--- config.mk ---
export PLATFORM = sky130hd
export DESIGN_NAME = ebp_top
export DESIGN_NICKNAME = d
export VERILOG_FILES = /design/src/hw/ebp_pkg.sv /design/src/hw/ebp_top.sv
export SDC_FILE = /design/constraint.sdc
export NUM_CORES = 1
export LEC_CHECK = 0
export BUFFER_PORTS_ARGS = -buffer_cell sky130_fd_sc_hd__buf_4
export CAP_MARGIN = 20
export CORE_ASPECT_RATIO = 0.7
export CORE_MARGIN = 2
export CORE_UTILIZATION = 33
export CTS_BUF_LIST = sky130_fd_sc_hd__clkbuf_2 sky130_fd_sc_hd__clkbuf_4 sky130_fd_sc_hd__clkbuf_8
export DETAILED_ROUTE_END_ITERATION = 8
export GPL_ROUTABILITY_DRIVEN = 0
export HOLD_SLACK_MARGIN = 0.15
export MAX_ROUTING_LAYER = met4
export PLACE_DENSITY_LB_ADDON = 0.15
export SLEW_MARGIN = 10
export SYNTH_ARGS = -nofsm -noshare
export SYNTH_HDL_FRONTEND = slang
export SYNTH_SLANG_ARGS = --single-unit
--- constraint.sdc ---
create_clock -name aclk -period 3.8 [get_ports aclk]
set_input_delay 0.38 -clock aclk [delete_from_list [all_inputs] [get_ports aclk]]
set_output_delay 0.38 -clock aclk [all_outputs]
set_load 0.02 [all_outputs]
--- src/hw/ebp_pkg.sv ---
/*
 Shared constants and types for the bridge pulse-width modulator.
 Assumes a 32-bit AXI4-Lite bus with one register per aligned word.
*/
package ebp_pkg;
  // Byte offsets of the registers
  localparam logic [7:0] OFS_MODE = 8'h00;
  localparam logic [7:0] OFS_DUTY = 8'h04;
  localparam logic [7:0] OFS_DBUF = 8'h08;
  localparam logic [7:0] OFS_PERIOD = 8'h0c;
  localparam logic [7:0] OFS_TCFG = 8'h10;
  localparam logic [7:0] OFS_DEAD = 8'h14;
  localparam logic [7:0] OFS_PINDIR = 8'h18;
  localparam logic [7:0] OFS_STATUS = 8'h1c;
  // Mode control fields
  localparam int BRIDGE_HI = 7;
  localparam int BRIDGE_LO = 6;
  localparam int DLSB_HI = 5;
  localparam int DLSB_LO = 4;
  localparam int MSEL_HI = 3;
  localparam int MSEL_LO = 0;
  localparam logic [3:0] MSEL_OFF = 4'h0;
  localparam logic [1:0] MSEL_PWM_TOP = 2'h3;
  // Timer configuration fields
  localparam int PRESC_LO = 0;
  localparam int TON_BIT = 2;
  localparam int POST_LO = 3;
  localparam logic [1:0] PRESC_1 = 2'h0;
  localparam logic [1:0] PRESC_4 = 2'h1;
  // Base counter end values: four clocks times the prescale factor, less one
  localparam logic [5:0] BASE_LAST_1 = 6'h03;
  localparam logic [5:0] BASE_LAST_4 = 6'h0f;
  localparam logic [5:0] BASE_LAST_16 = 6'h3f;
  // Reset values
  localparam logic [7:0] RST_MODE = 8'h00;
  localparam logic [7:0] RST_DUTY = 8'h00;
  localparam logic [7:0] RST_PERIOD = 8'hff;
  localparam logic [7:0] RST_TCFG = 8'h00;
  localparam logic [6:0] RST_DEAD = 7'h00;
  localparam logic [3:0] RST_PINDIR = 4'hf;
  // Bus responses
  localparam logic [1:0] RESP_OKAY = 2'h0;
  localparam logic [1:0] RESP_SLVERR = 2'h2;
  // Clock
  localparam int CLK_PERIOD_NS = 50;

  // Output configuration, in bridge-bit code order
  typedef enum logic [1:0] {
    BR_SINGLE,
    BR_HALF,
    BR_FULL_FWD,
    BR_FULL_REV
  } ebp_bridge_e;

  // Buffered output shape
  typedef struct packed {
    ebp_bridge_e bridge;
    logic pol_ac_low;
    logic pol_bd_low;
  } ebp_cfg_s;
endpackage

--- src/hw/ebp_top.sv ---
/*
 Bridge pulse-width modulator with an AXI4-Lite register slave.
 Assumes aclk is the oscillator clock, one master transaction of each
 kind at a time, and external drivers on the four outputs.
*/
`timescale 1ns/1ns

// Overview of operation
// (RL1) Bridge bits and mode nibble pick behaviour
// (RL2) Control values buffered, loaded at period reset
// (RL3) Dead-band loaded at duty or period boundary
// (RL4) Output starts only after first timer reset
// (RL5) Period is (limit+1) times four times prescale
// (RL6) At period match: clear, set output, load duty; the code leaves the output clear when the new duty is zero
// (RL7) Postscaler only makes a separate update event
// (RL8) Duty is eight high bits plus two
// (RL9) Active time is duty times clock times prescale
// (RL10) Duty writes anytime, applied at period match
// (RL11) Active duty buffer read-only in modulator mode
// (RL12) Output clears when buffer matches extended timer
// (RL13) Duty above period keeps output active
// (RL14) Four configurations: single, half, forward, reverse
// (RL15) Single configuration acts as plain modulator
// (RL16) Prescale factors 1, 4 and 16 only
// (RL17) Four outputs, per-pair polarity selectable
// (RL18) Codes 1100-1111 select modulator and polarity
// (RL19) Code 0000 switches off and resets module
// (RL20) Unused outputs sit at inactive level
// (RL21) Bridge patterns follow duty, turn at boundary
module ebp_top
  import ebp_pkg::*;
#(
  parameter int ADDR_W = 8
) (
  // Clock and reset
  input wire logic aclk,
  input wire logic aresetn,
  // Write address channel
  input wire logic awvalid,
  output logic awready,
  input wire logic [ADDR_W-1:0] awaddr,
  input wire logic [2:0] awprot,
  // Write data channel
  input wire logic wvalid,
  output logic wready,
  input wire logic [31:0] wdata,
  input wire logic [3:0] wstrb,
  // Write response channel
  output logic bvalid,
  input wire logic bready,
  output logic [1:0] bresp,
  // Read address channel
  input wire logic arvalid,
  output logic arready,
  input wire logic [ADDR_W-1:0] araddr,
  input wire logic [2:0] arprot,
  // Read data channel
  output logic rvalid,
  input wire logic rready,
  output logic [31:0] rdata,
  output logic [1:0] rresp,
  // Power stage outputs and their enables
  output logic bridge_out_a,
  output logic bridge_out_b,
  output logic bridge_out_c,
  output logic bridge_out_d,
  output logic [3:0] bridge_oe,
  // Slow update event from the postscaler
  output logic update_event
);

  // Bus handshake state
  logic awready_q, wready_q, bvalid_q, arready_q, rvalid_q;
  logic [1:0] bresp_q, rresp_q;
  logic [31:0] rdata_q;
  logic [ADDR_W-1:0] waddr_q; // Held write address
  logic [7:0] wbyte_q; // Held low write byte
  logic wlane_q; // Low byte lane enabled

  // Software registers
  logic [7:0] mode_q; // pwm_mode_control
  logic [7:0] duty_q; // duty_high_bits_write
  logic [7:0] period_q; // period_limit
  logic [7:0] tcfg_q; // Timer prescale, enable, postscale
  logic [6:0] dead_q; // deadband_delay as written
  logic [3:0] pindir_q; // pin_direction_bits, 1 is input

  // Modulator state
  logic [5:0] base_q; // Clock count inside one timer step
  logic [7:0] timer_q; // period_timer
  logic [7:0] dbuf_q; // duty_active_buffer
  logic [1:0] latch_q; // Two low duty bits in use
  logic [6:0] dead_act_q; // Dead-band value in use
  logic [6:0] db_cnt_q; // Dead-band countdown
  logic [3:0] post_cnt_q; // Postscaler count
  logic running_q, pwm_q, upd_q;
  ebp_cfg_s cfg_q; // Buffered shape and polarity
  logic [3:0] out_q;

  // Write decode
  logic wr_fire, wr_ok, wr_err;
  logic [ADDR_W-1:0] woff;
  assign wr_fire = !awready_q && !wready_q && !bvalid_q;
  assign woff = {waddr_q[ADDR_W-1:2], 2'h0};
  assign wr_ok = (woff <= ADDR_W'(OFS_STATUS));
  assign wr_err = wr_fire && !wr_ok;
  logic we_mode, we_duty, we_dbuf, we_period, we_tcfg, we_dead, we_pin;
  assign we_mode = wr_fire && wlane_q && woff == ADDR_W'(OFS_MODE);
  assign we_duty = wr_fire && wlane_q && woff == ADDR_W'(OFS_DUTY);
  assign we_dbuf = wr_fire && wlane_q && woff == ADDR_W'(OFS_DBUF);
  assign we_period = wr_fire && wlane_q && woff == ADDR_W'(OFS_PERIOD);
  assign we_tcfg = wr_fire && wlane_q && woff == ADDR_W'(OFS_TCFG);
  assign we_dead = wr_fire && wlane_q && woff == ADDR_W'(OFS_DEAD);
  assign we_pin = wr_fire && wlane_q && woff == ADDR_W'(OFS_PINDIR);

  // Mode decode
  logic mode_off, pwm_mode;
  assign mode_off = mode_q[MSEL_HI:MSEL_LO] == MSEL_OFF; // RL19
  assign pwm_mode = mode_q[MSEL_HI:MSEL_HI-1] == MSEL_PWM_TOP; // RL18

  // Prescale select; codes 2 and 3 both mean sixteen
  logic [1:0] presc;
  logic [5:0] base_last;
  assign presc = tcfg_q[PRESC_LO+1:PRESC_LO];
  assign base_last = (presc == PRESC_1) ? BASE_LAST_1 :
                     (presc == PRESC_4) ? BASE_LAST_4 : BASE_LAST_16; // RL16

  // Timer stepping and period boundary
  logic tmr_run, tick, boundary, load;
  assign tmr_run = tcfg_q[TON_BIT] && !mode_off;
  assign tick = tmr_run && base_q == base_last; // RL5
  assign boundary = tick && timer_q == period_q; // RL6
  assign load = boundary && pwm_mode;

  // Duty compare against the count that the coming edge shows, so the
  // waveform drops on the edge that reaches the duty and not one clock late
  logic [9:0] duty_next, duty_buf, tmr_ext;
  logic [5:0] base_nxt; // Base counter after this edge
  logic [7:0] timer_nxt; // Period timer after this edge
  logic [1:0] sub; // Quarter-step bits after this edge
  logic match;
  assign base_nxt = (!tmr_run || tick) ? 6'h00 : base_q + 6'h01;
  assign timer_nxt = boundary ? 8'h00 : tick ? timer_q + 8'h01 : timer_q;
  // Quarter-step bits: Q clock or the top prescaler bits
  assign sub = (presc == PRESC_1) ? base_nxt[1:0] :
               (presc == PRESC_4) ? base_nxt[3:2] : base_nxt[5:4]; // RL12
  assign duty_next = {duty_q, mode_q[DLSB_HI:DLSB_LO]}; // RL8
  assign duty_buf = {dbuf_q, latch_q};
  assign tmr_ext = {timer_nxt, sub};
  assign match = duty_buf == tmr_ext; // RL9 RL12

  // Raw waveform next value
  logic pwm_d;
  assign pwm_d = !pwm_mode ? 1'b0 :
                 load ? (duty_next != 10'h000) : // RL6
                 match ? 1'b0 : pwm_q; // RL9 RL13

  // Dead-band: hold off the turning-on output after each edge
  logic settled;
  assign settled = db_cnt_q == 7'h00;

  // Logical activity per output, then polarity
  logic [3:0] act, inact;
  always_comb begin
    act = 4'h0;
    if (running_q) begin
      case (cfg_q.bridge) // RL14
        BR_SINGLE: act[0] = pwm_q; // RL15
        BR_HALF: begin
          act[0] = pwm_q && settled; // RL21
          act[1] = !pwm_q && settled;
        end
        BR_FULL_FWD: begin
          act[0] = 1'b1;
          act[3] = pwm_q; // RL21
        end
        BR_FULL_REV: begin
          act[2] = 1'b1;
          act[1] = pwm_q; // RL21
        end
        default: act = 4'h0;
      endcase
    end
  end
  // Unused outputs fall to inactive through act being zero
  assign inact = {cfg_q.pol_bd_low, cfg_q.pol_ac_low,
                  cfg_q.pol_bd_low, cfg_q.pol_ac_low}; // RL17 RL20

  // Read mux; status shows live timer and waveform state
  logic [ADDR_W-1:0] roff;
  logic [31:0] rd_val;
  logic rd_ok;
  assign roff = {araddr[ADDR_W-1:2], 2'h0};
  assign rd_ok = roff <= ADDR_W'(OFS_STATUS);
  assign rd_val =
    roff == ADDR_W'(OFS_MODE) ? {24'h0, mode_q} :
    roff == ADDR_W'(OFS_DUTY) ? {24'h0, duty_q} :
    roff == ADDR_W'(OFS_DBUF) ? {24'h0, dbuf_q} :
    roff == ADDR_W'(OFS_PERIOD) ? {24'h0, period_q} :
    roff == ADDR_W'(OFS_TCFG) ? {24'h0, tcfg_q} :
    roff == ADDR_W'(OFS_DEAD) ? {25'h0, dead_q} :
    roff == ADDR_W'(OFS_PINDIR) ? {28'h0, pindir_q} :
    roff == ADDR_W'(OFS_STATUS) ? {22'h0, running_q, pwm_q, timer_q} :
    32'h0;

  // Write address and data are taken in either order
  always_ff @(posedge aclk) begin
    if (!aresetn) begin
      awready_q <= 1'b1;
      wready_q <= 1'b1;
      waddr_q <= '0;
      wbyte_q <= 8'h00;
      wlane_q <= 1'b0;
    end else begin
      if (awvalid && awready_q) begin
        awready_q <= 1'b0;
        waddr_q <= awaddr;
      end else if (bvalid_q && bready) begin
        awready_q <= 1'b1;
      end
      if (wvalid && wready_q) begin
        wready_q <= 1'b0;
        wbyte_q <= wdata[7:0];
        wlane_q <= wstrb[0];
      end else if (bvalid_q && bready) begin
        wready_q <= 1'b1;
      end
    end
  end

  // Write response one cycle after both halves are held
  always_ff @(posedge aclk) begin
    if (!aresetn) begin
      bvalid_q <= 1'b0;
      bresp_q <= RESP_OKAY;
    end else if (wr_fire) begin
      bvalid_q <= 1'b1;
      bresp_q <= wr_err ? RESP_SLVERR : RESP_OKAY;
    end else if (bready) begin
      bvalid_q <= 1'b0;
    end
  end

  // Read answer one cycle after the address is taken
  always_ff @(posedge aclk) begin
    if (!aresetn) begin
      arready_q <= 1'b1;
      rvalid_q <= 1'b0;
      rdata_q <= 32'h0;
      rresp_q <= RESP_OKAY;
    end else if (arvalid && arready_q) begin
      arready_q <= 1'b0;
      rvalid_q <= 1'b1;
      rdata_q <= rd_val;
      rresp_q <= rd_ok ? RESP_OKAY : RESP_SLVERR;
    end else if (rvalid_q && rready) begin
      rvalid_q <= 1'b0;
      arready_q <= 1'b1;
    end
  end

  // Software registers
  always_ff @(posedge aclk) begin
    if (!aresetn) begin
      mode_q <= RST_MODE;
      duty_q <= RST_DUTY;
      period_q <= RST_PERIOD;
      tcfg_q <= RST_TCFG;
      dead_q <= RST_DEAD;
      pindir_q <= RST_PINDIR;
    end else begin
      if (we_mode) mode_q <= wbyte_q; // RL1
      if (we_duty) duty_q <= wbyte_q; // RL10
      if (we_period) period_q <= wbyte_q;
      if (we_tcfg) tcfg_q <= wbyte_q;
      if (we_dead) dead_q <= wbyte_q[6:0];
      if (we_pin) pindir_q <= wbyte_q[3:0];
    end
  end

  // Base counter and period timer
  always_ff @(posedge aclk) begin
    if (!aresetn || !tmr_run) begin
      base_q <= 6'h00;
    end else begin
      base_q <= tick ? 6'h00 : base_q + 6'h01;
    end
  end
  always_ff @(posedge aclk) begin
    if (!aresetn || mode_off) begin
      timer_q <= 8'h00; // RL19
    end else if (boundary) begin
      timer_q <= 8'h00; // RL6
    end else if (tick) begin
      timer_q <= timer_q + 8'h01;
    end
  end

  // Active duty buffer, loaded at the period boundary; software writes it only outside modulator mode
  always_ff @(posedge aclk) begin
    if (!aresetn || mode_off) begin
      dbuf_q <= 8'h00;
      latch_q <= 2'h0;
    end else if (load) begin
      dbuf_q <= duty_q; // RL6 RL10
      latch_q <= mode_q[DLSB_HI:DLSB_LO];
    end else if (we_dbuf && !pwm_mode) begin
      dbuf_q <= wbyte_q; // RL11
    end
  end

  // Shape and polarity change only at a period boundary, and clear when switched off
  always_ff @(posedge aclk) begin
    if (!aresetn || mode_off) begin
      cfg_q <= '0;
    end else if (load) begin
      cfg_q.bridge <= ebp_bridge_e'(mode_q[BRIDGE_HI:BRIDGE_LO]); // RL2 RL21
      cfg_q.pol_ac_low <= mode_q[MSEL_LO+1]; // RL18
      cfg_q.pol_bd_low <= mode_q[MSEL_LO];
    end
  end

  // Start waits for the first timer reset after enabling
  always_ff @(posedge aclk) begin
    if (!aresetn || !pwm_mode) begin
      running_q <= 1'b0;
    end else if (load) begin
      running_q <= 1'b1; // RL4
    end
  end
  always_ff @(posedge aclk) begin
    if (!aresetn) begin
      pwm_q <= 1'b0;
    end else begin
      pwm_q <= pwm_d;
    end
  end

  // Dead-band value in use: first of duty or period boundary
  always_ff @(posedge aclk) begin
    if (!aresetn || mode_off) begin
      dead_act_q <= RST_DEAD;
    end else if (load || (match && pwm_q)) begin
      dead_act_q <= dead_q; // RL3
    end
  end
  always_ff @(posedge aclk) begin
    if (!aresetn || mode_off) begin
      db_cnt_q <= 7'h00;
    end else if (pwm_d != pwm_q) begin
      db_cnt_q <= dead_act_q;
    end else if (!settled) begin
      db_cnt_q <= db_cnt_q - 7'h01;
    end
  end

  // Postscaler: counts boundaries, never touches the period
  always_ff @(posedge aclk) begin
    if (!aresetn || mode_off) begin
      post_cnt_q <= 4'h0;
      upd_q <= 1'b0;
    end else if (boundary) begin
      upd_q <= post_cnt_q == tcfg_q[POST_LO+3:POST_LO]; // RL7
      post_cnt_q <= (post_cnt_q == tcfg_q[POST_LO+3:POST_LO]) ?
                    4'h0 : post_cnt_q + 4'h1;
    end else begin
      upd_q <= 1'b0;
    end
  end

  // Registered pins; enables follow the direction bits
  always_ff @(posedge aclk) begin
    if (!aresetn) begin
      out_q <= 4'h0;
    end else begin
      out_q <= act ^ inact; // RL17
    end
  end

  assign awready = awready_q;
  assign wready = wready_q;
  assign bvalid = bvalid_q;
  assign bresp = bresp_q;
  assign arready = arready_q;
  assign rvalid = rvalid_q;
  assign rdata = rdata_q;
  assign rresp = rresp_q;
  assign {bridge_out_d, bridge_out_c, bridge_out_b, bridge_out_a} = out_q;
  assign bridge_oe = ~pindir_q;
  assign update_event = upd_q;

  // Checks kept beside the logic
  a_timer_clear: assert property (@(posedge aclk) disable iff (!aresetn) // RL6
    boundary |=> timer_q == 8'h00) else $error("timer not cleared");
  a_zero_duty: assert property (@(posedge aclk) disable iff (!aresetn) // RL6
    load && duty_next == 10'h000 |=> !pwm_q) else $error("zero duty set");
  a_duty_load: assert property (@(posedge aclk) disable iff (!aresetn) // RL10
    load |=> duty_buf == $past(duty_next)) else $error("duty not loaded");
  a_dbuf_ro: assert property (@(posedge aclk) disable iff (!aresetn) // RL11
    we_dbuf && pwm_mode && !load |=> $stable(dbuf_q)) else $error("buffer written");
  a_off_reset: assert property (@(posedge aclk) disable iff (!aresetn) // RL19
    mode_off |=> timer_q == 8'h00 && !running_q && !pwm_q) else $error("off not reset");
  a_tick_gap: assert property (@(posedge aclk) disable iff (!aresetn) // RL5
    tick |=> !tick [*3]) else $error("timer step too fast");
  a_long_duty: assert property (@(posedge aclk) disable iff (!aresetn) // RL13
    pwm_q && pwm_mode && !load && timer_q <= period_q &&
    duty_buf > {period_q, 2'h3} |=> pwm_q) else $error("long duty cleared");
  a_cfg_hold: assert property (@(posedge aclk) disable iff (!aresetn) // RL21
    !load && !mode_off |=> $stable(cfg_q)) else $error("shape changed midway");
  a_start_wait: assert property (@(posedge aclk) disable iff (!aresetn) // RL4
    !running_q && !load |=> !running_q ##1 out_q == $past(inact, 2))
    else $error("output started early");
  a_unused_idle: assert property (@(posedge aclk) disable iff (!aresetn) // RL20
    cfg_q.bridge == BR_SINGLE |=> bridge_out_b == $past(cfg_q.pol_bd_low))
    else $error("unused output active");
  a_bresp_next: assert property (@(posedge aclk) disable iff (!aresetn)
    wr_fire |=> bvalid_q ##0 (bvalid_q [*1])) else $error("no write answer");

endmodule

==> results of run 1 <==
==> through the flow <==
stage / utilization / setup WS, ps / hold WS [ps]
2_1_floorplan: - / 1070 / 433
3_3_place_gp: 0.367 / 446 / 458
3_5_place_dp: 0.367 / 468 / 460
4_1_cts: 0.385 / 387 / 170
5_1_grt: 0.385 / 161 / 194
6_report: 0.385 / 380 / 188
==> routing by layer <==
layer  vias up  share of wire  GRT usage
met5         -              0          -
met4         0         0.0083     0.0383
met3        15          0.057     0.0298
met2       174           0.41      0.250
met1      2630           0.53      0.279
li1       2740              -          -
==> worst min-delay path: stages <==
cell and delay (ps):
buf_4 110, nand2_1 40, a21boi_0 60
==> layout make-up <==
type                            instances  area [um2]
Clock buffer                           21         277
Clock inverter                         10        88.8
Fill cell                            2076       12200
Inverter                               12        45.0
Multi-Input combinational cell        589        3800
Sequential cell                       128        2560
Tap cell                              270         338
Timing Repair Buffer                   69         518
==> layout by cell type (no fill, tap or decap), types with 21 or more instances in the layout <==
master    netlist  layout
a21boi_0       34      34
a21oi_1        21      21
buf_4          26      69
conb_1          1      24
dfxtp_1       128     128
mux2i_1        46      46
nand2_1       147     147
nand3_1        28      28
nor2_1         50      50
nor2b_1        30      30
==> power breakdown <==
part / total [uW] / internal, uW / switching, uW
clock: 1130 / 558 / 572
combinational: 158 / 62.7 / 95.0
sequential: 1380 / 1360 / 27.1
total: 2670 / 1980 / 694
==> flip-flops by register name, summed over array words and instances (netlist names), 2 cells and up <==
signal / cells
rdata: 10
dbuf_q: 8
duty_q: 8
mode_q: 8
period_q: 8
tcfg_q: 8
timer_q: 8
wbyte_q: 8
db_cnt_q: 7
dead_act_q: 7
dead_q: 7
base_q: 6
waddr_q: 6
cfg_q: 4
out_q: 4
pindir_q: 4
post_cnt_q: 4
latch_q: 2
==> cell families after synthesis <==
kind of cell / count (synthesis) / share of synthesized area
fa+ha+maj: 4 / 0.00750
xor+xnor: 30 / 0.0394
mux: 62 / 0.113
compound gates: 135 / 0.146
other cells: 1 / 0.000562
flops: 128 / 0.384
buf+inv: 81 / 0.0649
simple gates: 334 / 0.244
==> how the worst min path moves through the flow <==
stage                            from                      end  slack [ps]
2_1_floorplan    base_q[0]$_SDFF_PP0_     base_q[0]$_SDFF_PP0_         430
3_3_place_gp   tcfg_q[7]$_SDFFE_PN0P_   tcfg_q[7]$_SDFFE_PN0P_         460
3_5_place_dp   tcfg_q[7]$_SDFFE_PN0P_   tcfg_q[7]$_SDFFE_PN0P_         460
4_1_cts                      wstrb[0]     wlane_q$_SDFFE_PN0P_         170
5_1_grt                     awaddr[5]  waddr_q[5]$_SDFFE_PN0P_         190
6_report                     wstrb[0]     wlane_q$_SDFFE_PN0P_         190
==> results.txt, run 1 <==
Syn_area_per_cell: 8.61 um2
Die footprint: 21400 um2
Clk sinks: 128
Final non-filler cell total: 1099
R2r setup slk: 380 ps
Worst vdd ir: 0.168 mV
Synthesized area: 6670 um2
CP top delay family: simple AND/OR/NAND/NOR gates
Clk pin slew, worst setup/hold paths: 80 ps
Global-route wire length before repair: 29.1 mm
Worst R2R Path Depth: 8
# IOs: 115
Post-cts gate resize count: 0
Rel. slew slack: 0.381
Synth warnings: 0
Final instance area: 7630 um2
Top FF cell, synth: dfxtp_1
Fraction of registers with async set or reset after synthesis: 0
Worst path arrival time: 3760 ps
Count of flip-flops with a built-in enable after synthesis: 0
Initial Util: 0.337
Final period util: 0.900
Post-synth top cells: nand2_1, dfxtp_1, nor2_1
GRT Total Usage: 0.183
GRT overflow: 0
TritonCTS clock tree: done
Chip Width: 174 um
Drt initial violations: 447
Drt wl/cell: 17.3 um
Dominant cells by area after synthesis: dfxtp_1, nand2_1, mux2i_1
Final wirelength: 19.0 mm
Post-synth top area cell: dfxtp_1
Register area share after synthesis: 0.384
Hold path cells: 3
Largest net degree at the start of global routing: 60
Post-CTS setup buffers: 0
Routed vias/inst: 5.06
Max Cap Viol: 0
Leakage: 0.00289 uW
Worst slew pin tran: 921 ps
Worst path required time: 4140 ps
Power per Cell Area: 350 nW/um2
Setup crit start kind: flip-flop
Outcome: finished clean
Row count: 43
Die Y: 123 um
CP max stage delay: 690 ps
Final Max Tran Viols: 0
Worst setup path end: dbuf_q[6]$_SDFFE_PP0P_
Total Power: 2670 uW
CP max FO: 18
Final hold viol count: 0
Worst Skew: 14.8 ps
Antenna fix cells: 0
Vias: 5559
CP Depth: 8
Share of cells above drive strength 1: 0.164
Total CTS buffers: 17
Nets: 886
Post-DP HPWL: 13.8 mm
Reg2Reg Launch Point: base_q[0]$_SDFF_PP0_
PortBufs: 53
Post-place instance area: 7260 um2
Layout area overhead: 14.3%
Yosys top cell area share: 0.384
Setup crit end kind: flip-flop
Setup violations, final: 0
Initial antenna violation count: 0
Clk Latency, worst-skew pair: 450 ps
Tmin final: 3420 ps
CTS HTree Levels: 4
Fmax achieved: 0.292 GHz
DRC: 0
Max clock buf depth: 2
Most instantiated library cell after synthesis: nand2_1
Core area: 19800 um2
Cts hold-fix bufs: 0
Hold WC Path Type: in -> reg
FF-to-FF End: dbuf_q[6]$_SDFFE_PP0P_
Worst path slowest cell: nor2_1
WP buf/inv: 1
CP Launch Point: base_q[0]$_SDFF_PP0_
Critical path class: reg -> reg
Yosys cell types: 64
Sum Neg Setup Slack: 0 ps
Number of global-route vias before repair: 4871
Yosys reg bits: 128
Placed insts: 1068
RSZ-0062 raised after global routing: no
First-pass detailed-route iteration total: 5
CTS root buffer: clkbuf_8
Worst path cell trace: ha_1, and3_1, nand4_2, a21o_1, nor2_1, nand3_1, buf_4, a211oi_1
Final ANT Viol Nets: 0
Synth Instances: 775
No activity file was read; power rests on OpenSTA's default activity.
==> inputs of run 2 (changes only) <==
--- a/config.mk
+++ b/config.mk
@@ -5,13 +5,13 @@
 export SDC_FILE = /design/constraint.sdc
 export NUM_CORES = 1
 export LEC_CHECK = 0
-export BUFFER_PORTS_ARGS = -buffer_cell sky130_fd_sc_hd__buf_4
 export CAP_MARGIN = 20
 export CORE_ASPECT_RATIO = 0.7
-export CORE_MARGIN = 2
+export CORE_MARGIN = 1.5
 export CORE_UTILIZATION = 33
 export CTS_BUF_LIST = sky130_fd_sc_hd__clkbuf_2 sky130_fd_sc_hd__clkbuf_4 sky130_fd_sc_hd__clkbuf_8
 export DETAILED_ROUTE_END_ITERATION = 8
+export DONT_BUFFER_PORTS = 1
 export GPL_ROUTABILITY_DRIVEN = 0
 export HOLD_SLACK_MARGIN = 0.15
 export MAX_ROUTING_LAYER = met4
==> constraint.sdc (replaced) <==
create_clock -name aclk -period 3.1 [get_ports aclk]
set_input_delay 0.31 -clock aclk [delete_from_list [all_inputs] [get_ports aclk]]
set_output_delay 0.31 -clock aclk [all_outputs]
set_load 0.02 [all_outputs]
==> results.txt, run 2 (same netlist as run 1, synthesis figures left out) <==
Outcome: finished clean (unchanged)
# IOs: 115 (unchanged)
Final Max Tran Viols: 0 (unchanged)
Post-DP HPWL: 14.4 mm (was 13.8 mm)
GRT Total Usage: 0.195 (was 0.183)
Share of power burned in registers: 0.536 (was 0.518)
Layout area overhead: 15.6% (was 14.3%)
Worst R2R Path Depth: 11 (was 8)
Rel. slew slack: 0.305 (was 0.381)
Vias: 5662 (was 5559)
Core area: 19800 um2 (unchanged)
CP max stage delay: 350 ps (was 690 ps)
Routed vias/inst: 5.14 (was 5.06)
Fmax achieved: 0.344 GHz (was 0.292 GHz)
Worst path slowest cell: dfxtp_1 (was nor2_1)
Final wirelength: 19.6 mm (was 19.0 mm)
CTS HTree Levels: 4 (unchanged)
GRT overflow: 0 (unchanged)
Cell Int Power: 2320 uW (was 1980 uW)
Antenna fix cells: 0 (unchanged)
Fillers: 2036 (was 2076)
Final instance area: 7710 um2 (was 7630 um2)
Row count: 43 (unchanged)
RSZ-0062 raised after global routing: no (unchanged)
Setup crit end kind: flip-flop (unchanged)
Worst path arrival time: 3280 ps (was 3760 ps)
Worst slew pin tran: 1030 ps (was 921 ps)
DRC: 0 (unchanged)
Max reg flops: 10 (unchanged)
CP top delay family: compound AO/OA/AOI/OAI gates (was simple AND/OR/NAND/NOR gates)
Gate power share: 0.049 (was 0.059)
PortBufs: 0 (was 53)
Number of global-route vias before repair: 5325 (was 4871)
Post-CTS setup buffers: 0 (unchanged)
Drt wl/cell: 17.8 um (was 17.3 um)
Clk pin slew, worst setup/hold paths: 80 ps (about the same)
Initial Util: 0.337 (unchanged)
Clk Latency, worst-skew pair: 460 ps (was 450 ps)
Sum Neg Setup Slack: 0 ps (unchanged)
Die footprint: 21100 um2 (was 21400 um2)
WP buf/inv: 1 (unchanged)
Max Cap Viol: 0 (unchanged)
First-pass detailed-route iteration total: 5 (unchanged)
Chip Width: 173 um (was 174 um)
Final hold viol count: 0 (unchanged)
Nets: 887 (was 886)
Utilization after layout: 0.390 (was 0.385)
Max clock buf depth: 2 (unchanged)
Power per Cell Area: 413 nW/um2 (was 350 nW/um2)
Die Y: 122 um (was 123 um)
Global-route wire length before repair: 30.5 mm (was 29.1 mm)
Share of cells above drive strength 1: 0.143 (was 0.164)
Most frequent cells in the layout: nand2_1, dfxtp_1, nor2_1 (was nand2_1, dfxtp_1, buf_4)
Psw: 864 uW (was 694 uW)
Setup violations, final: 0 (unchanged)
Switching Share: 0.271 (was 0.260)
Hold WC Path Type: in -> reg (unchanged)
CP max FO: 7 (was 18)
Final ANT Viol Nets: 0 (unchanged)
CP Depth: 11 (was 8)
Clk sinks: 128 (unchanged)
CTS root buffer: clkbuf_8 (unchanged)
Drt initial violations: 393 (was 447)
Most used cell, CP: mux2i_1
Tmin final: 2910 ps (was 3420 ps)
R2r setup slk: 190 ps (was 380 ps)
Leakage: 0.00289 uW (about the same)
Hold path cells: 3 (unchanged)
Total CTS buffers: 17 (unchanged)
Initial antenna violation count: 0 (unchanged)
Final period util: 0.938 (was 0.900)
Final non-filler cell total: 1101 (was 1099)
TritonCTS clock tree: done (unchanged)
Worst path cell trace: ha_1, nor4b_1, o21ai_1, buf_4, a21oi_4, mux2i_1, a2111oi_2, and4b_2, nand3_2, o21ai_4, mux2i_1 (was ha_1, and3_1, nand4_2, a21o_1, nor2_1, nand3_1, buf_4, a211oi_1)
Setup crit start kind: flip-flop (unchanged)
Largest net degree at the start of global routing: 82 (was 60)
Commonest non-fill, non-tap cell in the layout: nand2_1 (unchanged)
Worst path required time: 3470 ps (was 4140 ps)
Total Power: 3190 uW (was 2670 uW)
Post-place instance area: 7090 um2 (was 7260 um2)
Placed insts: 1046 (was 1068)
Worst Skew: 14.4 ps (was 14.8 ps)
Critical path class: reg -> reg (unchanged)
Clock share of power: 0.415 (was 0.423)
Worst vdd ir: 0.225 mV (was 0.168 mV)
run 2: cell count changes in the layout (fill, tap and decap cells not counted), sizes merged:
| cell | delta |
|---|---|
| buf | -20 |
| clkinvlp | +1 |
| bufinv | -1 |
| dlygate4sd3 | +21 |
| clkbuf | -2 |
| clkinv | +1 |
| inv | +2 |
run 2: power groups by stage:
stage,sequential (uW),clock [uW],combinational (uW)
CTS,1710,1360,157
finish,1710,1320,157
detailed placement,1740,0,116
global route,1710,1430,172
floorplan,1720,0,150
global placement,1740,0,114
run 2: final timing paths:
kind,from,end
hold reg to reg,tcfg_q[7]$_SDFFE_PN0P_,tcfg_q[7]$_SDFFE_PN0P_
setup / recovery,base_q[1]$_SDFF_PP0_,dead_act_q[4]$_SDFFE_PP0P_
setup reg to reg,base_q[1]$_SDFF_PP0_,dead_act_q[4]$_SDFFE_PP0P_
hold / removal,araddr[6],rresp[1]$_SDFFE_PN0P_
run 2: layout make-up:
type / count / area (um2) / share of cell area
Clock buffer: 19 / 262 / 0.0339
Clock inverter: 13 / 88.8 / 0.0115
Inverter: 12 / 45.0 / 0.00584
Multi-Input combinational cell: 589 / 3810 / 0.494
Sequential cell: 128 / 2560 / 0.332
Tap cell: 270 / 338 / 0.0438
Timing Repair Buffer: 70 / 608 / 0.0788
run 2: metrics by stage:
step | hold slack [ps] | setup slack (ps)
detailed placement | 422 | 142
global placement | 418 | 176
finish | 186 | 193
floorplan | 433 | 374
CTS | 161 | 95.1
global route | 195 | 4.13
run 2: timing repair:
item / CTS / global route
hold endpoints to repair: 86 / 0
gates resized for setup: 0 / 7
hold buffers: 22 / 0
setup endpoints to repair: 0 / 8
run 2: tightest hold or removal path, delay by kind of cell:
family	cells	cell delay [ps]
AND/OR/NAND/NOR	2	130
buffers and inverters	1	160
run 2: routing by layer:
layer | global-route usage | routed length, um | vias to the layer above
met3 | 0.0468 | 1360 | 15
met4 | 0.0538 | 152 | 0
li1 | - | - | 2741
met5 | - | 0 | -
met2 | 0.276 | 8270 | 169
met1 | 0.275 | 9830 | 2737
==> inputs of run 3 (changes only) <==
--- a/config.mk
+++ b/config.mk
@@ -8,8 +8,9 @@
 export CAP_MARGIN = 20
 export CORE_ASPECT_RATIO = 0.7
 export CORE_MARGIN = 1.5
-export CORE_UTILIZATION = 33
+export CORE_UTILIZATION = 60
 export CTS_BUF_LIST = sky130_fd_sc_hd__clkbuf_2 sky130_fd_sc_hd__clkbuf_4 sky130_fd_sc_hd__clkbuf_8
+export CTS_CLUSTER_SIZE = 40
 export DETAILED_ROUTE_END_ITERATION = 8
 export DONT_BUFFER_PORTS = 1
 export GPL_ROUTABILITY_DRIVEN = 0
==> results.txt, run 3 (same netlist as run 1, synthesis figures left out) <==
Final ANT Viol Nets: 0 (unchanged)
Clk pin slew, worst setup/hold paths: 80 ps (about the same)
Placed insts: 914 (was 1046)
Setup crit end kind: flip-flop (unchanged)
Final wirelength: 17.8 mm (was 19.6 mm)
CTS HTree Levels: 4 (unchanged)
Hold path cells: 2 (was 3)
Share of power burned in registers: 0.532 (was 0.536)
DRC: 0 (unchanged)
GRT Total Usage: 0.322 (was 0.195)
PortBufs: 0 (unchanged)
Psw: 819 uW (was 864 uW)
Antenna fix cells: 0 (unchanged)
Worst path slowest cell: dfxtp_1 (unchanged)
Min-delay src: aresetn (was araddr[6])
Setup violations, final: 0 (unchanged)
Nets: 876 (was 887)
GRT overflow: 0 (unchanged)
Global-route wire length before repair: 28.1 mm (was 30.5 mm)
Worst Skew: 11.8 ps (was 14.4 ps)
R2r setup slk: 150 ps (was 190 ps)
TritonCTS clock tree: done (unchanged)
Row count: 31 (was 43)
Worst R2R Path Depth: 11 (unchanged)
Critical path class: reg -> reg (unchanged)
Post-place instance area: 6850 um2 (was 7090 um2)
First-pass detailed-route iteration total: 7 (was 5)
Post-DP HPWL: 12.5 mm (was 14.4 mm)
Number of global-route vias before repair: 5408 (was 5325)
Total CTS buffers: 17 (unchanged)
Final Max Tran Viols: 0 (unchanged)
Clk Latency, worst-skew pair: 450 ps (was 460 ps)
Worst path required time: 3470 ps (about the same)
Cell Int Power: 2390 uW (was 2320 uW)
Max reg flops: 10 (unchanged)
Rel. slew slack: 0.337 (was 0.305)
Switching Share: 0.255 (was 0.271)
Worst hold endpoint: base_q[0]$_SDFF_PP0_ (was rresp[1]$_SDFFE_PN0P_)
Gate power share: 0.048 (was 0.049)
Hold WC Path Type: in -> reg (unchanged)
Core area: 10600 um2 (was 19800 um2)
Drt wl/cell: 18.4 um (was 17.8 um)
Chip Width: 129 um (was 173 um)
Die Y: 91.2 um (was 122 um)
Worst slew pin tran: 984 ps (was 1030 ps)
Worst path cell trace: xor2_2, nor4_2, and2_1, buf_4, buf_4, nor4_2, a21oi_1, a221oi_4, nand3_2, o21ai_4, mux2i_1 (was ha_1, nor4b_1, o21ai_1, buf_4, a21oi_4, mux2i_1, a2111oi_2, and4b_2, nand3_2, o21ai_4, mux2i_1)
Final hold viol count: 0 (unchanged)
Most frequent cells in the layout: nand2_1, dfxtp_1, nor2_1 (unchanged)
Layout area overhead: 12.5% (was 15.6%)
Initial Util: 0.630 (was 0.337)
Vias: 5835 (was 5662)
Power per Cell Area: 428 nW/um2 (was 413 nW/um2)
Fmax achieved: 0.339 GHz (was 0.344 GHz)
CP max FO: 8 (was 7)
Routed vias/inst: 6.03 (was 5.14)
Final instance area: 7510 um2 (was 7710 um2)
Commonest non-fill, non-tap cell in the layout: nand2_1 (unchanged)
Final period util: 0.951 (was 0.938)
Setup crit start kind: flip-flop (unchanged)
Clock share of power: 0.421 (was 0.415)
Total Power: 3210 uW (was 3190 uW)
Worst vdd ir: 0.343 mV (was 0.225 mV)
Final non-filler cell total: 967 (was 1101)
Worst path arrival time: 3320 ps (was 3280 ps)
Leakage: 0.00284 uW (was 0.00289 uW)
CP Launch Point: period_q[6]$_SDFFE_PN1P_ (was base_q[1]$_SDFF_PP0_)
Reg2Reg Launch Point: period_q[6]$_SDFFE_PN1P_ (was base_q[1]$_SDFF_PP0_)
# IOs: 115 (unchanged)
Clk sinks: 128 (unchanged)
CTS root buffer: clkbuf_8 (unchanged)
Initial antenna violation count: 0 (unchanged)
Share of cells above drive strength 1: 0.142 (was 0.143)
Max clock buf depth: 2 (unchanged)
Die footprint: 11800 um2 (was 21100 um2)
Drt initial violations: 528 (was 393)
Tmin final: 2950 ps (was 2910 ps)
WP buf/inv: 2 (was 1)
Max Cap Viol: 0 (unchanged)
CP max stage delay: 510 ps (was 350 ps)
Outcome: finished clean (unchanged)
Sum Neg Setup Slack: 0 ps (unchanged)
CP top delay family: compound AO/OA/AOI/OAI gates (unchanged)
FF-to-FF End: dead_act_q[1]$_SDFFE_PP0P_ (was dead_act_q[4]$_SDFFE_PP0P_)
Largest net degree at the start of global routing: 82 (unchanged)
run 3: final cells by class:
cell class / count / area, um2
tap: 148 / 185
clock buffer: 19 / 255
sequential: 128 / 2570
inverter: 12 / 45.0
multi-input combinational: 589 / 3830
fill: 820 / 3080
timing repair buffer: 59 / 510
clock inverter: 12 / 111
run 3: stage by stage:
step / setup WS [ps] / utilization / hold slack [ps]
after floorplan: 374 / - / 433
after global placement: -11.9 / 0.647 / 397
after detailed placement: -61.2 / 0.647 / 403
after CTS: 41.7 / 0.702 / 155
after global routing: -23.5 / 0.709 / 199
final: 152 / 0.709 / 162
run 3: worst max path at each step:
stage / end / slack, ps / cells after the start
detailed placement: dead_act_q[5]$_SDFFE_PP0P_ / -60 / 10
floorplan: dead_act_q[0]$_SDFFE_PP0P_ / 370 / 13
global placement: dead_act_q[0]$_SDFFE_PP0P_ / -10 / 10
CTS: dead_act_q[1]$_SDFFE_PP0P_ / 40 / 10
finish: dead_act_q[1]$_SDFFE_PP0P_ / 150 / 11
global route: dead_act_q[5]$_SDFFE_PP0P_ / -20 / 11
run 3: repair_timing:
item,in CTS,in global routing
buffers inserted,0,2
gates cloned,0,0
hold buffers,20,0
resized for setup,1,13
setup endpoints to repair,12,14
hold endpoints to repair,86,0
pin swaps,0,3
run 3: per-layer routing:
| metal | part of all wire | track usage | vias up |
|---|---|---|---|
| met3 | 0.11 | 0.0866 | 36 |
| met1 | 0.43 | 0.433 | 2761 |
| met5 | 0 | - | - |
| li1 | - | - | 2719 |
| met2 | 0.44 | 0.469 | 319 |
| met4 | 0.020 | 0.103 | 0 |
run 3: power by group through the flow:
stage	combinational, uW	clock (uW)	sequential, uW
global route	167	1430	1710
detailed placement	113	0	1740
floorplan	150	0	1720
finish	153	1350	1710
global placement	110	0	1740
CTS	150	1360	1700
run 3: worst register-to-register path: cells and delay by family (launching register included):
kind / cells / cell delay (ps)
buffers and inverters: 2 / 350
flip-flops: 1 / 510
AO/OA/AOI/OAI: 3 / 840
AND/OR/NAND/NOR: 4 / 700
multiplexers: 1 / 220
XOR/XNOR: 1 / 250
